File: src/rtl/mss_pkg.sv
// Constants, register map and types of the motor starter contactor sequencer.
// Assumes a 100 MHz ref_clk and an AXI4-Lite master with 32-bit data.
package mss_pkg;
	localparam int unsigned CLK_PERIOD_NS = 10;
	localparam int unsigned MS_NS = 1000000;
	localparam int unsigned MS_CYCLES_DEF = MS_NS / CLK_PERIOD_NS;
	localparam logic [16:0] ONE_SEC_MS = 17'h003E8;
	localparam logic [16:0] GAP_MS = 17'h00014;
	localparam logic [16:0] MS_PER_SEC = 17'h003E8;
	localparam logic [21:0] HOUR_MS = 22'h36EE80;
	localparam logic [10:0] OCC_LIMIT_MS = 11'h3E8;
	localparam logic [10:0] WELD_LIMIT_MS = 11'h3E9;

	localparam logic [7:0] ADDR_CTRL = 8'h00;
	localparam logic [7:0] ADDR_DELAY = 8'h04;
	localparam logic [7:0] ADDR_RAMP = 8'h08;
	localparam logic [7:0] ADDR_STARTS = 8'h0C;
	localparam logic [7:0] ADDR_CMD = 8'h10;
	localparam logic [7:0] ADDR_STATUS = 8'h14;
	localparam logic [7:0] ADDR_ALARM = 8'h18;

	localparam int unsigned CTRL_MODE_LSB = 0;
	localparam int unsigned CTRL_INHIBIT_BIT = 2;
	localparam int unsigned CTRL_ORDER_BIT = 3;
	localparam int unsigned RAMP_DOWN_LSB = 8;
	localparam int unsigned CMD_START_A_BIT = 0;
	localparam int unsigned CMD_START_B_BIT = 1;
	localparam int unsigned CMD_STOP_BIT = 2;

	localparam logic [3:0] CTRL_RST = 4'h0;
	localparam logic [6:0] SECS_RST = 7'h01;
	localparam logic [5:0] STARTS_RST = 6'h28;
	localparam logic [1:0] RESP_OKAY = 2'h0;
	localparam logic [1:0] RESP_SLVERR = 2'h2;

	typedef enum logic [1:0] {
		MODE_TWO_SPEED,
		MODE_SLIP_RING,
		MODE_INVERTER,
		MODE_AUTOTRANSFORMER
	} mss_mode_t;

	typedef enum logic [3:0] {
		ST_STOP, ST_LOW, ST_L2H, ST_HIGH, ST_XFER,
		ST_SR_A, ST_SR_AB,
		ST_INV_A, ST_INV_UP, ST_INV_RUN, ST_INV_DOWN,
		ST_AT_FIRST, ST_AT_BOTH, ST_AT_GAP, ST_AT_RUN
	} mss_state_t;
endpackage

File: src/rtl/mss_sequencer.sv
// Contactor sequencer for two-speed, slip-ring, inverter and autotransformer starters.
// Assumes all pins synchronous to ref_clk and an AXI4-Lite master on the register port.
//
// Decided for this implementation: the register addresses and the AXI4-Lite slave port.
`timescale 1ns/10ps
module mss_sequencer #(
	parameter int unsigned MS_CYCLES = mss_pkg::MS_CYCLES_DEF
) (
	input wire logic ref_clk,
	input wire logic rstn,
	input wire logic [7:0] s_axi_awaddr,
	input wire logic s_axi_awvalid,
	output logic s_axi_awready,
	input wire logic [31:0] s_axi_wdata,
	input wire logic [3:0] s_axi_wstrb,
	input wire logic s_axi_wvalid,
	output logic s_axi_wready,
	output logic [1:0] s_axi_bresp,
	output logic s_axi_bvalid,
	input wire logic s_axi_bready,
	input wire logic [7:0] s_axi_araddr,
	input wire logic s_axi_arvalid,
	output logic s_axi_arready,
	output logic [31:0] s_axi_rdata,
	output logic [1:0] s_axi_rresp,
	output logic s_axi_rvalid,
	input wire logic s_axi_rready,
	input wire logic sw_start_a,
	input wire logic sw_start_b,
	input wire logic sw_stop,
	input wire logic panel_start_a,
	input wire logic panel_start_b,
	input wire logic panel_stop,
	input wire logic trip_req,
	input wire logic status_a,
	input wire logic status_b,
	input wire logic status_aux,
	output logic contactor_a,
	output logic contactor_b,
	output logic aux_out,
	output logic open_circuit_alarm,
	output logic stuck_closed_alarm,
	output logic drive_no_speed_alarm,
	output logic drive_no_halt_alarm
);
	import mss_pkg::*;

	if (MS_CYCLES < 2) begin : g_bad_ms
		$error("MS_CYCLES must be at least 2.");
	end

	////////////////////////////////////////////////////////////////////////////////////////////
	// Register bus.
	logic [3:0] ctrl_ff;
	logic [6:0] delay_ff, ramp_up_ff, ramp_down_ff;
	logic [5:0] starts_lim_ff;
	logic [2:0] cmd_ff;
	logic [3:0] alarm_clr_ff;
	logic [7:0] awaddr_ff;
	logic [31:0] wdata_ff;
	logic [3:0] wstrb_ff;
	logic aw_ok_ff, w_ok_ff, bvalid_ff, rvalid_ff;
	logic [1:0] bresp_ff, rresp_ff;
	logic [31:0] rdata_ff;
	logic wr_go;
	logic [3:0] alarm_ff;
	mss_state_t state_ff, nxt_state;
	logic cont_a_ff, cont_b_ff, aux_ff;

	assign s_axi_awready = !aw_ok_ff && !bvalid_ff;
	assign s_axi_wready = !w_ok_ff && !bvalid_ff;
	assign s_axi_bvalid = bvalid_ff;
	assign s_axi_bresp = bresp_ff;
	assign s_axi_arready = !rvalid_ff;
	assign s_axi_rvalid = rvalid_ff;
	assign s_axi_rdata = rdata_ff;
	assign s_axi_rresp = rresp_ff;
	assign wr_go = aw_ok_ff && w_ok_ff && !bvalid_ff;

	always_ff @(posedge ref_clk) begin
		if (!rstn) begin
			aw_ok_ff <= 1'b0;
			w_ok_ff <= 1'b0;
			awaddr_ff <= 8'h00;
			wdata_ff <= 32'h00000000;
			wstrb_ff <= 4'h0;
		end else begin
			if (s_axi_awvalid && s_axi_awready) begin
				aw_ok_ff <= 1'b1;
				awaddr_ff <= s_axi_awaddr;
			end else if (wr_go) begin
				aw_ok_ff <= 1'b0;
			end
			if (s_axi_wvalid && s_axi_wready) begin
				w_ok_ff <= 1'b1;
				wdata_ff <= s_axi_wdata;
				wstrb_ff <= s_axi_wstrb;
			end else if (wr_go) begin
				w_ok_ff <= 1'b0;
			end
		end
	end

	always_ff @(posedge ref_clk) begin
		if (!rstn) begin
			bvalid_ff <= 1'b0;
			bresp_ff <= RESP_OKAY;
		end else if (wr_go) begin
			bvalid_ff <= 1'b1;
			bresp_ff <= (awaddr_ff == ADDR_STATUS || awaddr_ff > ADDR_ALARM || awaddr_ff[1:0] != 2'h0) ?
				RESP_SLVERR : RESP_OKAY;
		end else if (s_axi_bready) begin
			bvalid_ff <= 1'b0;
		end
	end

	always_ff @(posedge ref_clk) begin
		if (!rstn) begin
			ctrl_ff <= CTRL_RST;
			delay_ff <= SECS_RST;
			ramp_up_ff <= SECS_RST;
			ramp_down_ff <= SECS_RST;
			starts_lim_ff <= STARTS_RST;
			cmd_ff <= 3'h0;
			alarm_clr_ff <= 4'h0;
		end else begin
			cmd_ff <= 3'h0;
			alarm_clr_ff <= 4'h0;
			if (wr_go && wstrb_ff[0]) begin
				unique case (awaddr_ff)
					ADDR_CTRL: ctrl_ff <= wdata_ff[3:0];
					ADDR_DELAY: delay_ff <= wdata_ff[6:0];
					ADDR_RAMP: ramp_up_ff <= wdata_ff[6:0];
					ADDR_STARTS: starts_lim_ff <= wdata_ff[5:0];
					ADDR_CMD: cmd_ff <= wdata_ff[2:0];
					ADDR_ALARM: alarm_clr_ff <= wdata_ff[3:0];
					default: ;
				endcase
			end
			if (wr_go && wstrb_ff[1] && awaddr_ff == ADDR_RAMP) begin
				ramp_down_ff <= wdata_ff[RAMP_DOWN_LSB +: 7];
			end
		end
	end

	always_ff @(posedge ref_clk) begin
		if (!rstn) begin
			rvalid_ff <= 1'b0;
			rdata_ff <= 32'h00000000;
			rresp_ff <= RESP_OKAY;
		end else if (s_axi_arvalid && s_axi_arready) begin
			rvalid_ff <= 1'b1;
			rresp_ff <= RESP_OKAY;
			unique case (s_axi_araddr)
				ADDR_CTRL: rdata_ff <= {28'h0000000, ctrl_ff};
				ADDR_DELAY: rdata_ff <= {25'h0000000, delay_ff};
				ADDR_RAMP: rdata_ff <= {17'h00000, ramp_down_ff, 1'b0, ramp_up_ff};
				ADDR_STARTS: rdata_ff <= {26'h0000000, starts_lim_ff};
				ADDR_CMD: rdata_ff <= 32'h00000000;
				ADDR_STATUS: rdata_ff <= {21'h000000, state_ff, status_aux, status_b, status_a,
					aux_ff, cont_b_ff, cont_a_ff, 1'b0};
				ADDR_ALARM: rdata_ff <= {28'h0000000, alarm_ff};
				default: begin
					rdata_ff <= 32'h00000000;
					rresp_ff <= RESP_SLVERR;
				end
			endcase
		end else if (s_axi_rready) begin
			rvalid_ff <= 1'b0;
		end
	end

	////////////////////////////////////////////////////////////////////////////////////////////
	// Millisecond tick and hour window.
	logic [$clog2(MS_CYCLES)-1:0] tick_cnt_ff;
	logic tick;
	logic [21:0] hour_ms_ff;
	logic [5:0] starts_ff;

	assign tick = (tick_cnt_ff == ($clog2(MS_CYCLES))'(MS_CYCLES - 1));

	always_ff @(posedge ref_clk) begin
		if (!rstn) begin
			tick_cnt_ff <= '0;
		end else begin
			tick_cnt_ff <= tick ? '0 : tick_cnt_ff + 1'b1;
		end
	end

	////////////////////////////////////////////////////////////////////////////////////////////
	// Commands and configuration decode.
	mss_mode_t mode;
	logic cmd_a, cmd_b, cmd_stop, inhibit, wye_coil_first, start_ok, at_start;

	assign mode = mss_mode_t'(ctrl_ff[CTRL_MODE_LSB +: 2]);
	assign inhibit = ctrl_ff[CTRL_INHIBIT_BIT];
	assign wye_coil_first = !ctrl_ff[CTRL_ORDER_BIT];
	assign cmd_a = cmd_ff[CMD_START_A_BIT] | sw_start_a | panel_start_a;
	assign cmd_b = cmd_ff[CMD_START_B_BIT] | sw_start_b | panel_start_b;
	assign cmd_stop = cmd_ff[CMD_STOP_BIT] | sw_stop | panel_stop | trip_req;
	assign start_ok = starts_ff < starts_lim_ff;
	assign at_start = state_ff == ST_STOP && nxt_state == ST_AT_FIRST;

	always_ff @(posedge ref_clk) begin
		if (!rstn) begin
			hour_ms_ff <= 22'h000000;
			starts_ff <= 6'h00;
		end else begin
			if (tick && hour_ms_ff == HOUR_MS - 22'h000001) begin
				hour_ms_ff <= 22'h000000;
				starts_ff <= 6'h00;
			end else begin
				if (tick) begin
					hour_ms_ff <= hour_ms_ff + 22'h000001;
				end
				if (at_start) begin
					starts_ff <= starts_ff + 6'h01;
				end
			end
		end
	end

	////////////////////////////////////////////////////////////////////////////////////////////
	// Contactor feedback supervision, one timer pair per output.
	logic [2:0] outs, stats, occ_mask, weld_mask, occ_hit, weld_hit;
	logic occ_evt, weld_evt;

	assign outs = {aux_ff, cont_b_ff, cont_a_ff};
	assign stats = {status_aux, status_b, status_a};
	assign occ_mask = (mode == MODE_INVERTER) ? 3'h1 : (mode == MODE_AUTOTRANSFORMER) ? 3'h7 : 3'h3;
	assign weld_mask = occ_mask;

	for (genvar i = 0; i < 3; i++) begin : g_sup
		logic [10:0] occ_ms_ff, weld_ms_ff;
		always_ff @(posedge ref_clk) begin
			if (!rstn) begin
				occ_ms_ff <= 11'h000;
				weld_ms_ff <= 11'h000;
			end else begin
				if (!outs[i] || stats[i] || occ_hit[i]) begin
					occ_ms_ff <= 11'h000;
				end else if (tick) begin
					occ_ms_ff <= occ_ms_ff + 11'h001;
				end
				if (outs[i] || !stats[i] || weld_hit[i]) begin
					weld_ms_ff <= 11'h000;
				end else if (tick) begin
					weld_ms_ff <= weld_ms_ff + 11'h001;
				end
			end
		end
		assign occ_hit[i] = occ_mask[i] && occ_ms_ff >= OCC_LIMIT_MS;
		assign weld_hit[i] = weld_mask[i] && weld_ms_ff >= WELD_LIMIT_MS;
	end
	assign occ_evt = |occ_hit;
	assign weld_evt = |weld_hit;

	////////////////////////////////////////////////////////////////////////////////////////////
	// Sequencer.
	logic [16:0] seq_ms_ff, delay_ms, up_ms, down_ms, chg_ms;
	logic set_no_speed, set_no_halt;

	assign delay_ms = 17'(delay_ff * MS_PER_SEC);
	assign up_ms = 17'(ramp_up_ff * MS_PER_SEC);
	assign down_ms = 17'(ramp_down_ff * MS_PER_SEC);
	assign chg_ms = wye_coil_first ? delay_ms - GAP_MS : delay_ms;

	always_comb begin
		nxt_state = state_ff;
		set_no_speed = 1'b0;
		set_no_halt = 1'b0;
		unique case (state_ff)
			ST_STOP: begin
				if (!cmd_stop && (cmd_a || cmd_b)) begin
					unique case (mode)
						MODE_TWO_SPEED: nxt_state = cmd_a ? ST_LOW : (inhibit ? ST_STOP : ST_HIGH);
						MODE_SLIP_RING: nxt_state = ST_SR_A;
						MODE_INVERTER: nxt_state = ST_INV_A;
						MODE_AUTOTRANSFORMER: nxt_state = start_ok ? ST_AT_FIRST : ST_STOP;
					endcase
				end
			end
			ST_LOW: if (cmd_stop) nxt_state = ST_STOP; else if (cmd_b) nxt_state = ST_L2H;
			ST_L2H: nxt_state = cmd_stop ? ST_STOP : ST_HIGH;
			ST_HIGH: if (cmd_stop) nxt_state = ST_STOP; else if (cmd_a) nxt_state = ST_XFER;
			ST_XFER: if (cmd_stop) nxt_state = ST_STOP; else if (seq_ms_ff >= delay_ms) nxt_state = ST_LOW;
			ST_SR_A: if (cmd_stop) nxt_state = ST_STOP; else if (seq_ms_ff >= delay_ms) nxt_state = ST_SR_AB;
			ST_SR_AB: if (cmd_stop) nxt_state = ST_STOP;
			ST_INV_A: if (cmd_stop) nxt_state = ST_INV_DOWN; else if (seq_ms_ff >= ONE_SEC_MS) nxt_state = ST_INV_UP;
			ST_INV_UP: begin
				if (cmd_stop) begin
					nxt_state = ST_INV_DOWN;
				end else if (status_b) begin
					nxt_state = ST_INV_RUN;
				end else if (seq_ms_ff >= up_ms) begin
					set_no_speed = 1'b1;
					nxt_state = ST_INV_RUN;
				end
			end
			ST_INV_RUN: if (cmd_stop) nxt_state = ST_INV_DOWN;
			ST_INV_DOWN: begin
				if (!status_b) begin
					nxt_state = ST_STOP;
				end else if (seq_ms_ff >= down_ms) begin
					set_no_halt = 1'b1;
				end
			end
			ST_AT_FIRST: if (cmd_stop) nxt_state = ST_STOP; else if (seq_ms_ff >= GAP_MS) nxt_state = ST_AT_BOTH;
			ST_AT_BOTH: if (cmd_stop) nxt_state = ST_STOP; else if (seq_ms_ff >= chg_ms) nxt_state = ST_AT_GAP;
			ST_AT_GAP: if (cmd_stop) nxt_state = ST_STOP; else if (seq_ms_ff >= GAP_MS) nxt_state = ST_AT_RUN;
			ST_AT_RUN: if (cmd_stop) nxt_state = ST_STOP;
			default: nxt_state = ST_STOP;
		endcase
		if (occ_evt) begin
			nxt_state = ST_STOP;
		end
	end

	always_ff @(posedge ref_clk) begin
		if (!rstn) begin
			state_ff <= ST_STOP;
			seq_ms_ff <= 17'h00000;
			cont_a_ff <= 1'b0;
			cont_b_ff <= 1'b0;
			aux_ff <= 1'b0;
		end else begin
			state_ff <= nxt_state;
			seq_ms_ff <= (nxt_state != state_ff) ? 17'h00000 : seq_ms_ff + {16'h0000, tick};
			cont_a_ff <= nxt_state inside {ST_LOW, ST_SR_A, ST_SR_AB, ST_INV_A, ST_INV_UP, ST_INV_RUN,
				ST_INV_DOWN, ST_AT_BOTH} || (nxt_state == ST_AT_FIRST && wye_coil_first);
			cont_b_ff <= nxt_state inside {ST_HIGH, ST_SR_AB, ST_INV_UP, ST_INV_RUN, ST_AT_RUN};
			aux_ff <= nxt_state == ST_AT_BOTH || (nxt_state == ST_AT_FIRST && !wye_coil_first);
		end
	end

	always_ff @(posedge ref_clk) begin
		if (!rstn) begin
			alarm_ff <= 4'h0;
		end else begin
			alarm_ff <= (alarm_ff & ~alarm_clr_ff) | {set_no_halt, set_no_speed, weld_evt, occ_evt};
		end
	end

	assign contactor_a = cont_a_ff;
	assign contactor_b = cont_b_ff;
	assign aux_out = aux_ff;
	assign open_circuit_alarm = alarm_ff[0];
	assign stuck_closed_alarm = alarm_ff[1];
	assign drive_no_speed_alarm = alarm_ff[2];
	assign drive_no_halt_alarm = alarm_ff[3];
endmodule

File: config.mk
export PLATFORM = sky130hd
export DESIGN_NAME = mss_sequencer
export DESIGN_NICKNAME = d
export VERILOG_FILES = /design/src/rtl/mss_pkg.sv /design/src/rtl/mss_sequencer.sv
export SDC_FILE = /design/constraint.sdc
export NUM_CORES = 1
export LEC_CHECK = 0
export BUFFER_PORTS_ARGS = -buffer_cell sky130_fd_sc_hd__buf_2
export CELL_PAD_IN_SITES_DETAIL_PLACEMENT = 0
export CELL_PAD_IN_SITES_GLOBAL_PLACEMENT = 1
export CORE_ASPECT_RATIO = 0.75
export CORE_MARGIN = 4
export CORE_UTILIZATION = 35
export CTS_CLUSTER_SIZE = 10
export DETAILED_ROUTE_END_ITERATION = 8
export PLACE_DENSITY = 0.64
export SKIP_CTS_REPAIR_TIMING = 1
export SYNTH_ARGS = -nofsm -noshare
export SYNTH_HDL_FRONTEND = slang
export SYNTH_SLANG_ARGS = --single-unit
File: constraint.sdc
create_clock -name ref_clk -period 7 [get_ports ref_clk]
set_input_delay 0 -clock ref_clk [delete_from_list [all_inputs] [get_ports ref_clk]]
set_output_delay 0 -clock ref_clk [all_outputs]
set_load 0.02 [all_outputs]
==> summary by stage, run 1 <==
Outcome
The run finished, with violations left. The checks that failed: negative hold slack.

Final layout
From synthesis to final layout, the design area changed by 15.3%. Registers take 4450 um2. In the final layout, the share of cells above drive strength 1 is 8.76%.

The summed area of non-filler cells in the final layout is 17600 um2. The multi-input gate area in the final layout is 10100 um2. The number of inserted diodes is 0. For this run, the post-layout net count is 2184. Counting the fill cells in the layout gives 4252.

GRT
The overall global routing resource usage is 16.7%. The number of global-route vias before repair is 11854. The initial antenna violation count is 1.

Global routing finished with a remaining overflow of 0. The maximum number of pins on one net before global-route repair is 62. The first global-routing pass estimated 64800 um of wire.

Synthesis
Counting flops with an async set or reset pin after synthesis yields a share of 0%. After synthesis, the cell types taking the most area are sky130_fd_sc_hd__dfxtp_1 29%, sky130_fd_sc_hd__ha_1 15%, sky130_fd_sc_hd__fa_1 7.1%, sky130_fd_sc_hd__xor2_1 5.2%, sky130_fd_sc_hd__nor2_1 4.7%. The register bit count reported by yosys is 222.

During synthesis, Yosys emitted a total of 0 warnings. Summed over its instances, the top area cell type makes up 29.2% of the synthesized netlist area. The number of library cell types mapped by synthesis is 72. The synthesized cell area is 15200 um2.

Sorting the synthesized cells by how often they occur yields 222 x sky130_fd_sc_hd__dfxtp_1, 192 x sky130_fd_sc_hd__nor2_1, 184 x sky130_fd_sc_hd__ha_1. The most common cell in the synthesized netlist is sky130_fd_sc_hd__dfxtp_1. The largest area contributor in the netlist is sky130_fd_sc_hd__dfxtp_1. Counting flops with a built-in enable in the synthesized netlist gives 0. In the synthesized netlist, the number of instances is 1747. Among all flip-flop cells after synthesis, the most frequent one is sky130_fd_sc_hd__dfxtp_1. The mean instance size in the synthesized netlist is 8.73 um2. The share of the yosys chip area belonging to registers is 29.2%.

STA
The worst path uses 93.9% of the clock period. The final count of hold timing violations is 1. The worst-margin pin slew is 1.03 ns.

The setup TNS is 0 ns. Derived from the worst setup path, the maximum achievable clock frequency is 152 MHz. The hold slack is -0.0263 ns. The final number of max-transition violations was 0. In this run the tightest slew margin relative to its limit is 30.4%. For the final database, setup skew stands at 0.0121 ns. Setup repair after global routing left no endpoint under its margin. The number of failing setup endpoints in the final timing report is 0. For the finished layout, the period the worst path requires is 6.57 ns.

Detailed routing
For this block, the initial DRC count from the detailed router was 579. In this run the remaining antenna-violating nets after routing total 0. The wire length after detailed routing is 39800 um.

In the final routed layout, each cell accounts on average for 16.2 um. The average vias per placed instance is 4.95. Summing over every cut layer, the via total after detailed routing is 12145. For this run, design rule violations remaining after detail routing come to 0.

The number of search-and-repair iterations in the first detailed-routing pass is 8.

Pwr
The worst ir drop on vdd is 0.128 mV. The static leakage is 7.74 nW. The ratio of total power to cell area is 154 nW/um2.

Setup path
The worst setup path is launched from a register. The worst register-to-register path begins at ramp_up_ff[0]$_SDFFE_PN1P_. The cell with the largest stage delay on the worst path is sky130_fd_sc_hd__fa_1. The endpoint identified for the worst register-to-register timing path is seq_ms_ff[2]$_SDFF_PP0_. The number of buffers and inverters on the critical path is 4. The path type of the worst setup path is reg2reg.

The arrival time of data at the critical path endpoint is 7.04 ns. The worst register-to-register path has a setup slack of 0.43 ns. In this design, the critical path's most frequently occurring cell is sky130_fd_sc_hd__fa_1. The capturing element type of the critical path is a register.

The worst reg-to-reg path cell count is 28. In this design, the largest share of critical-path delay is due to adder cells. STA puts the critical path data required time at 7.47 ns. The maximum fanout along the worst path is 17. The largest single stage delay on the critical path is 0.57 ns.

Clock tree
The clock tree from TritonCTS is yes. The clock transition at the registers of the reported paths is 0.06 ns. The count of H-tree levels built during CTS is 1. For this design, the sink count on the clock tree is 222. The root buffer cell is sky130_fd_sc_hd__clkbuf_16. Counting along the longest clock path gives a buffer depth of 3.

Clock latency on the worst-skew pair, taken at its later pin, is 0.54 ns. The number of buffers created by CTS is 27.

Run
The max-cap check violation count is 0.

Hold path
The class of the tightest hold or removal check is in2reg. The worst hold path terminates at aw_ok_ff$_SDFFE_PN0P_. Along the worst hold path, the cell count comes to 3.

The startpoint of the lowest-slack hold path is s_axi_awvalid.

Floorplanning
The die width is 249 um. The die is 189 um tall. The initial core utilization is 35.8%. The floorplan has 65 rows. The total die area is 47000 um2.

117 I/O pins were placed. The floorplan step defined a core boundary enclosing 42500 um2.

Place
The count of buffers added on input and output ports is 77. After legalization and detailed placement, the total HPWL measured 30500 um. The cell area after placement is 16300 um2. At the end of routability-driven placement, the weighted congestion stood at 0.815.
area by class of cell:
class                   count  area share (%)
multi-input cells        1342            57.5
inverters                 136            2.90
flip-flops and latches    222            25.3
clock buffers              33            4.09
well taps                 569            4.05
clock inverters             3           0.228
repair buffers            148            5.90
state kept, by name, summed over array words and instances, names as in the netlist, 8 cells and up:
signal and count:
awaddr_ff 8, g_sup.occ_ms_ff 33, g_sup.weld_ms_ff 33, hour_ms_ff 22, s_axi_rdata 15, seq_ms_ff 17, tick_cnt_ff 17, wdata_ff 14
tightest hold or removal path: cells and delay by family:
| family | cells | cell delay [ns] |
|---|---|---|
| compound gates | 1 | 0.20 |
| simple gates | 1 | 0.17 |
| buf+inv | 1 | 0.09 |
layout by cell type (no fill, tap or decap), types with 10 or more instances in the layout:
cell type,instances
sky130_fd_sc_hd__nand4_1,45
sky130_fd_sc_hd__and3_1,29
sky130_fd_sc_hd__conb_1,21
sky130_fd_sc_hd__nand2_1,151
sky130_fd_sc_hd__a22oi_1,14
sky130_fd_sc_hd__a31oi_1,14
sky130_fd_sc_hd__clkbuf_16,27
sky130_fd_sc_hd__nand3_1,60
sky130_fd_sc_hd__dlygate4sd3_1,45
sky130_fd_sc_hd__nand2b_1,20
sky130_fd_sc_hd__xor2_1,90
sky130_fd_sc_hd__a21o_1,13
sky130_fd_sc_hd__mux2i_1,37
sky130_fd_sc_hd__xnor2_1,64
sky130_fd_sc_hd__ha_1,183
sky130_fd_sc_hd__buf_4,26
sky130_fd_sc_hd__nor2_1,190
sky130_fd_sc_hd__and2_1,25
sky130_fd_sc_hd__a21boi_0,37
sky130_fd_sc_hd__inv_1,136
sky130_fd_sc_hd__o21ai_0,45
sky130_fd_sc_hd__and4_1,10
sky130_fd_sc_hd__dfxtp_1,217
sky130_fd_sc_hd__fa_1,54
sky130_fd_sc_hd__nor2b_1,44
sky130_fd_sc_hd__nor3_1,20
sky130_fd_sc_hd__buf_2,76
sky130_fd_sc_hd__a21oi_1,41
metrics by stage:
| step | hold slack [ns] | utilization, % | cells | setup WS, ns | power (mW) |
|---|---|---|---|---|---|
| finish | -0.0263 | 41.3 | 2453 | 0.425 | 2.71 |
| global route | 0.0407 | 41.3 | 2453 | 0.0157 | 2.83 |
| CTS | -0.308 | 40.1 | 2407 | 0.00593 | 2.74 |
| detailed placement | 0.258 | 38.3 | 2371 | 0.0410 | 1.45 |
| global placement | 0.248 | 38.3 | 2371 | 0.176 | 1.45 |
| floorplan | 0.138 | - | 1767 | 0.580 | 1.41 |
kinds of logic after synthesis:
group,count (synthesis),synth area share [%]
xor+xnor,155,8.90
mux,38,2.50
fa+ha+maj,239,22.3
simple gates,642,20.7
flops,222,29.2
other cells,1,0.0246
compound gates,247,10.9
buf+inv,203,5.60
layer usage:
layer  vias up  track usage, %  part of all wire [%]
met4         0            3.28                   2.0
met2       212            25.4                    42
met1      5713            25.1                    52
li1       6181               -                     -
met3        39            2.41                   4.1
met5         -               0                     0
how the worst max path moves through the flow:
stage                                          end  slack [ns]                       start  depth (start not counted)
after global routing      seq_ms_ff[13]$_SDFF_PP0_        0.02    delay_ff[5]$_SDFFE_PN0P_                         26
after detailed placement  seq_ms_ff[13]$_SDFF_PP0_        0.04    delay_ff[2]$_SDFFE_PN0P_                         28
after CTS                 seq_ms_ff[13]$_SDFF_PP0_       0.006    delay_ff[1]$_SDFFE_PN0P_                         28
final                      seq_ms_ff[2]$_SDFF_PP0_        0.43  ramp_up_ff[0]$_SDFFE_PN1P_                         28
after global placement    seq_ms_ff[13]$_SDFF_PP0_        0.18    delay_ff[1]$_SDFFE_PN0P_                         28
after floorplan           seq_ms_ff[11]$_SDFF_PP0_        0.58    delay_ff[0]$_SDFFE_PN1P_                         26
power by group:
| part | switching, mW | total (mW) | internal, mW |
|---|---|---|---|
| registers | 0.0193 | 1.30 | 1.28 |
| logic | 0.0887 | 0.149 | 0.0602 |
| clock network | 0.519 | 1.26 | 0.744 |
| total | 0.627 | 2.71 | 2.09 |
(Power assumes the default switching activity.)
==> run 2, diff against run 1 <==
--- a/config.mk
+++ b/config.mk
@@ -10,10 +10,12 @@
 export CELL_PAD_IN_SITES_GLOBAL_PLACEMENT = 1
 export CORE_ASPECT_RATIO = 0.75
 export CORE_MARGIN = 4
-export CORE_UTILIZATION = 35
+export CORE_UTILIZATION = 47
+export CTS_CLUSTER_DIAMETER = 200
 export CTS_CLUSTER_SIZE = 10
 export DETAILED_ROUTE_END_ITERATION = 8
-export PLACE_DENSITY = 0.64
+export PLACE_DENSITY = 0.82
+export RECOVER_POWER = 25
 export SKIP_CTS_REPAIR_TIMING = 1
 export SYNTH_ARGS = -nofsm -noshare
 export SYNTH_HDL_FRONTEND = slang
==> summary by stage, run 2 (synthesis gave the netlist of run 1 again) <==
Outcome
The flow ran to the end, but the final reports show violations. The final reports fail on negative hold slack, max-capacitance violations, max-slew violations.

Setup path
Across all register-to-register paths, the minimum setup slack is 0.32 ns. STA classifies the critical path endpoint as a register. The start of the worst register-to-register path is delay_ff[4]$_SDFFE_PN0P_. The capturing point of the worst reg2reg path is seq_ms_ff[7]$_SDFF_PP0_. The launching element type of the critical path is a register. The worst reg-to-reg path cell count is 26. The arrival time of data at the critical path endpoint is 7.15 ns. The data required time at the worst endpoint is 7.46 ns.

Along the worst path, the maximum fanout reaches 17. The path type of the worst setup path is reg2reg.

Clock tree
The number of buffers created by CTS is 26. TritonCTS built the clock tree. The longest clock path from root to sink contains 3 buffers. The clock sink total is 222. The count of H-tree levels built during CTS is 1. The clock latency on the worst-skew pair is 0.53 ns.

Clock tree synthesis selected as its root buffer the cell sky130_fd_sc_hd__clkbuf_16. Clock-pin slew was measured on the worst setup and hold paths at 0.06 ns.

Floorplanning
During I/O placement, the number of pins put on the boundary was 117. The core region area is 31600 um2. The row count is 56.

The die covers 35400 um2. In this run the vertical extent of the chip is 164 um. The die width is 216 um. The initial core utilization is 48.2%.

GRT
The initial antenna violation count is 0. The first-pass GRT wire length is 59500 um. The total global routing overflow is 0. The overall global routing resource usage is 20.4%. The maximum number of pins on one net before global-route repair is 85.

The number of global-route vias before repair was 11695.

STA
Derived from the worst setup path, the maximum achievable clock frequency is 150 MHz. The hold slack is -0.0273 ns. Dividing the final minimum period by the clock period gives 95.5%. At the pin with the least slew margin, the transition time is 3.18 ns. The final count of hold timing violations is 8.

In this run the tightest slew margin relative to its limit is -112%. The final number of max-transition violations came to 85. The number of failing setup endpoints in the final timing report is 0. The worst path in the final design needs a cycle of 6.68 ns, including I/O delays and setup.

For the final database, setup skew stands at 0.0119 ns.

Final layout
The finished cells cover 17100 um2. The layout-stage area growth over the synthesis result is 12.1%. The library cell used most frequently in the layout, excluding fill and tap cells, is sky130_fd_sc_hd__dfxtp_1.

The top cell types in the final layout, fill and taps aside, are 218 x sky130_fd_sc_hd__dfxtp_1, 192 x sky130_fd_sc_hd__nor2_1, 184 x sky130_fd_sc_hd__ha_1. The net count reported at finish is 2165. The number of fill cells in the layout is 2939. In the final layout, the registers with the most flip-flops are g_sup.occ_ms_ff: 33 flops, g_sup.weld_ms_ff: 33 flops, hour_ms_ff: 22 flops. The number of inserted diodes is 0.

The share of post-route cells with drive strength above 1 is 6.35%.

Detailed routing
The number of antenna-violating nets in the routed design is 0. The number of search-and-repair iterations in the first detailed-routing pass is 5. The via total after detailed routing is 12168. The wire length after detailed routing is 36700 um. The per-cell routed wire length is 16.0 um. The average vias per placed instance is 5.31. The detailed-route DRC error count is 0. For this block, the initial DRC count from the detailed router was 899.

Pwr
Dividing total power by cell area gives a power density of 153 nW/um2. The static leakage is 7.46 nW. Across the VDD grid, the largest voltage drop is 0.198 mV.

Hold path
The worst hold path begins at s_axi_awvalid. Counting instances, the worst hold path has a depth of 4. The worst hold endpoint is awaddr_ff[7]$_SDFFE_PN0P_. The tightest min-delay check is of the in2reg type.

Place
In this run the tool buffered the top-level ports with 77 buffer cells. The cell area after placement is 16100 um2. Summed over all nets, the half-perimeter wirelength after detailed placement is 27900 um. The routability congestion estimate from global placement is 0.862.

Run
Across the run, the number of max-cap violations was 1.
[run 2: power by group]
part	internal, mW	leakage, nW	switching [mW]
Clock	0.674	0.337	0.504
Sequential	1.28	1.80	0.0178
Combinational	0.0526	5.33	0.0836
Total	2.01	7.46	0.606
[run 2: final cells by class]
class | instances | area [um2] | share of cell area [%]
Clock buffer | 27 | 676 | 3.95
Clock inverter | 1 | 8.76 | 0.0513
Inverter | 136 | 510 | 2.99
Multi-Input combinational cell | 1342 | 10100 | 59.0
Sequential cell | 222 | 4450 | 26.0
Tap cell | 435 | 544 | 3.19
Timing Repair Buffer | 130 | 820 | 4.80
[run 2: critical path, stage by stage, from the launching register on]
cell and delay, ns:
sky130_fd_sc_hd__dfxtp_1 0.52, sky130_fd_sc_hd__inv_1 0.18, sky130_fd_sc_hd__fa_1 0.53, sky130_fd_sc_hd__inv_1 0.05
sky130_fd_sc_hd__fa_1 0.50, sky130_fd_sc_hd__inv_1 0.05, sky130_fd_sc_hd__fa_1 0.52, sky130_fd_sc_hd__inv_1 0.04
sky130_fd_sc_hd__ha_1 0.28, sky130_fd_sc_hd__ha_1 0.37, sky130_fd_sc_hd__a21oi_1 0.18, sky130_fd_sc_hd__o21ai_0 0.12
sky130_fd_sc_hd__a221o_1 0.34, sky130_fd_sc_hd__a211oi_2 0.33, sky130_fd_sc_hd__nand4_1 0.17, sky130_fd_sc_hd__xnor2_1 0.21
sky130_fd_sc_hd__ha_1 0.27, sky130_fd_sc_hd__and4_1 0.17, sky130_fd_sc_hd__nand2_1 0.07, sky130_fd_sc_hd__nand4b_1 0.10
sky130_fd_sc_hd__o21ai_1 0.16, sky130_fd_sc_hd__o211ai_1 0.14, sky130_fd_sc_hd__o31a_1 0.34, sky130_fd_sc_hd__xor2_1 0.15
sky130_fd_sc_hd__or4_4 0.52, sky130_fd_sc_hd__buf_6 0.18, sky130_fd_sc_hd__nor2_1 0.11
[run 2: metal layers]
metal  track usage [%]  share of wire (%)  up-vias
met5                 0                  0        -
li1                  -                  -     6151
met4              4.59                2.2        0
met2              30.8                 42      223
met1              30.1                 50     5744
met3              4.33                5.0       50
[run 2: through the flow]
stage	setup TNS [ns]	cells	util, %	power, mW	worst slack, ns
after floorplan	0	1767	-	1.41	0.580
after global placement	0	2231	50.8	1.45	0.249
after detailed placement	0	2231	50.8	1.45	0.103
after CTS	0	2259	53.0	2.64	0.0767
after global routing	-0.0157	2293	54.1	2.72	-0.0121
final	0	2293	54.1	2.61	0.317
[run 2: worst max path at each step]
stage	start	to	cells after the start
final	delay_ff[4]$_SDFFE_PN0P_	seq_ms_ff[7]$_SDFF_PP0_	26
after global routing	ramp_up_ff[0]$_SDFFE_PN1P_	seq_ms_ff[8]$_SDFF_PP0_	27
after CTS	delay_ff[1]$_SDFFE_PN0P_	seq_ms_ff[16]$_SDFF_PP0_	28
after detailed placement	delay_ff[1]$_SDFFE_PN0P_	seq_ms_ff[16]$_SDFF_PP0_	28
after global placement	ramp_up_ff[2]$_SDFFE_PN0P_	seq_ms_ff[7]$_SDFF_PP0_	27
after floorplan	delay_ff[0]$_SDFFE_PN1P_	seq_ms_ff[11]$_SDFF_PP0_	26
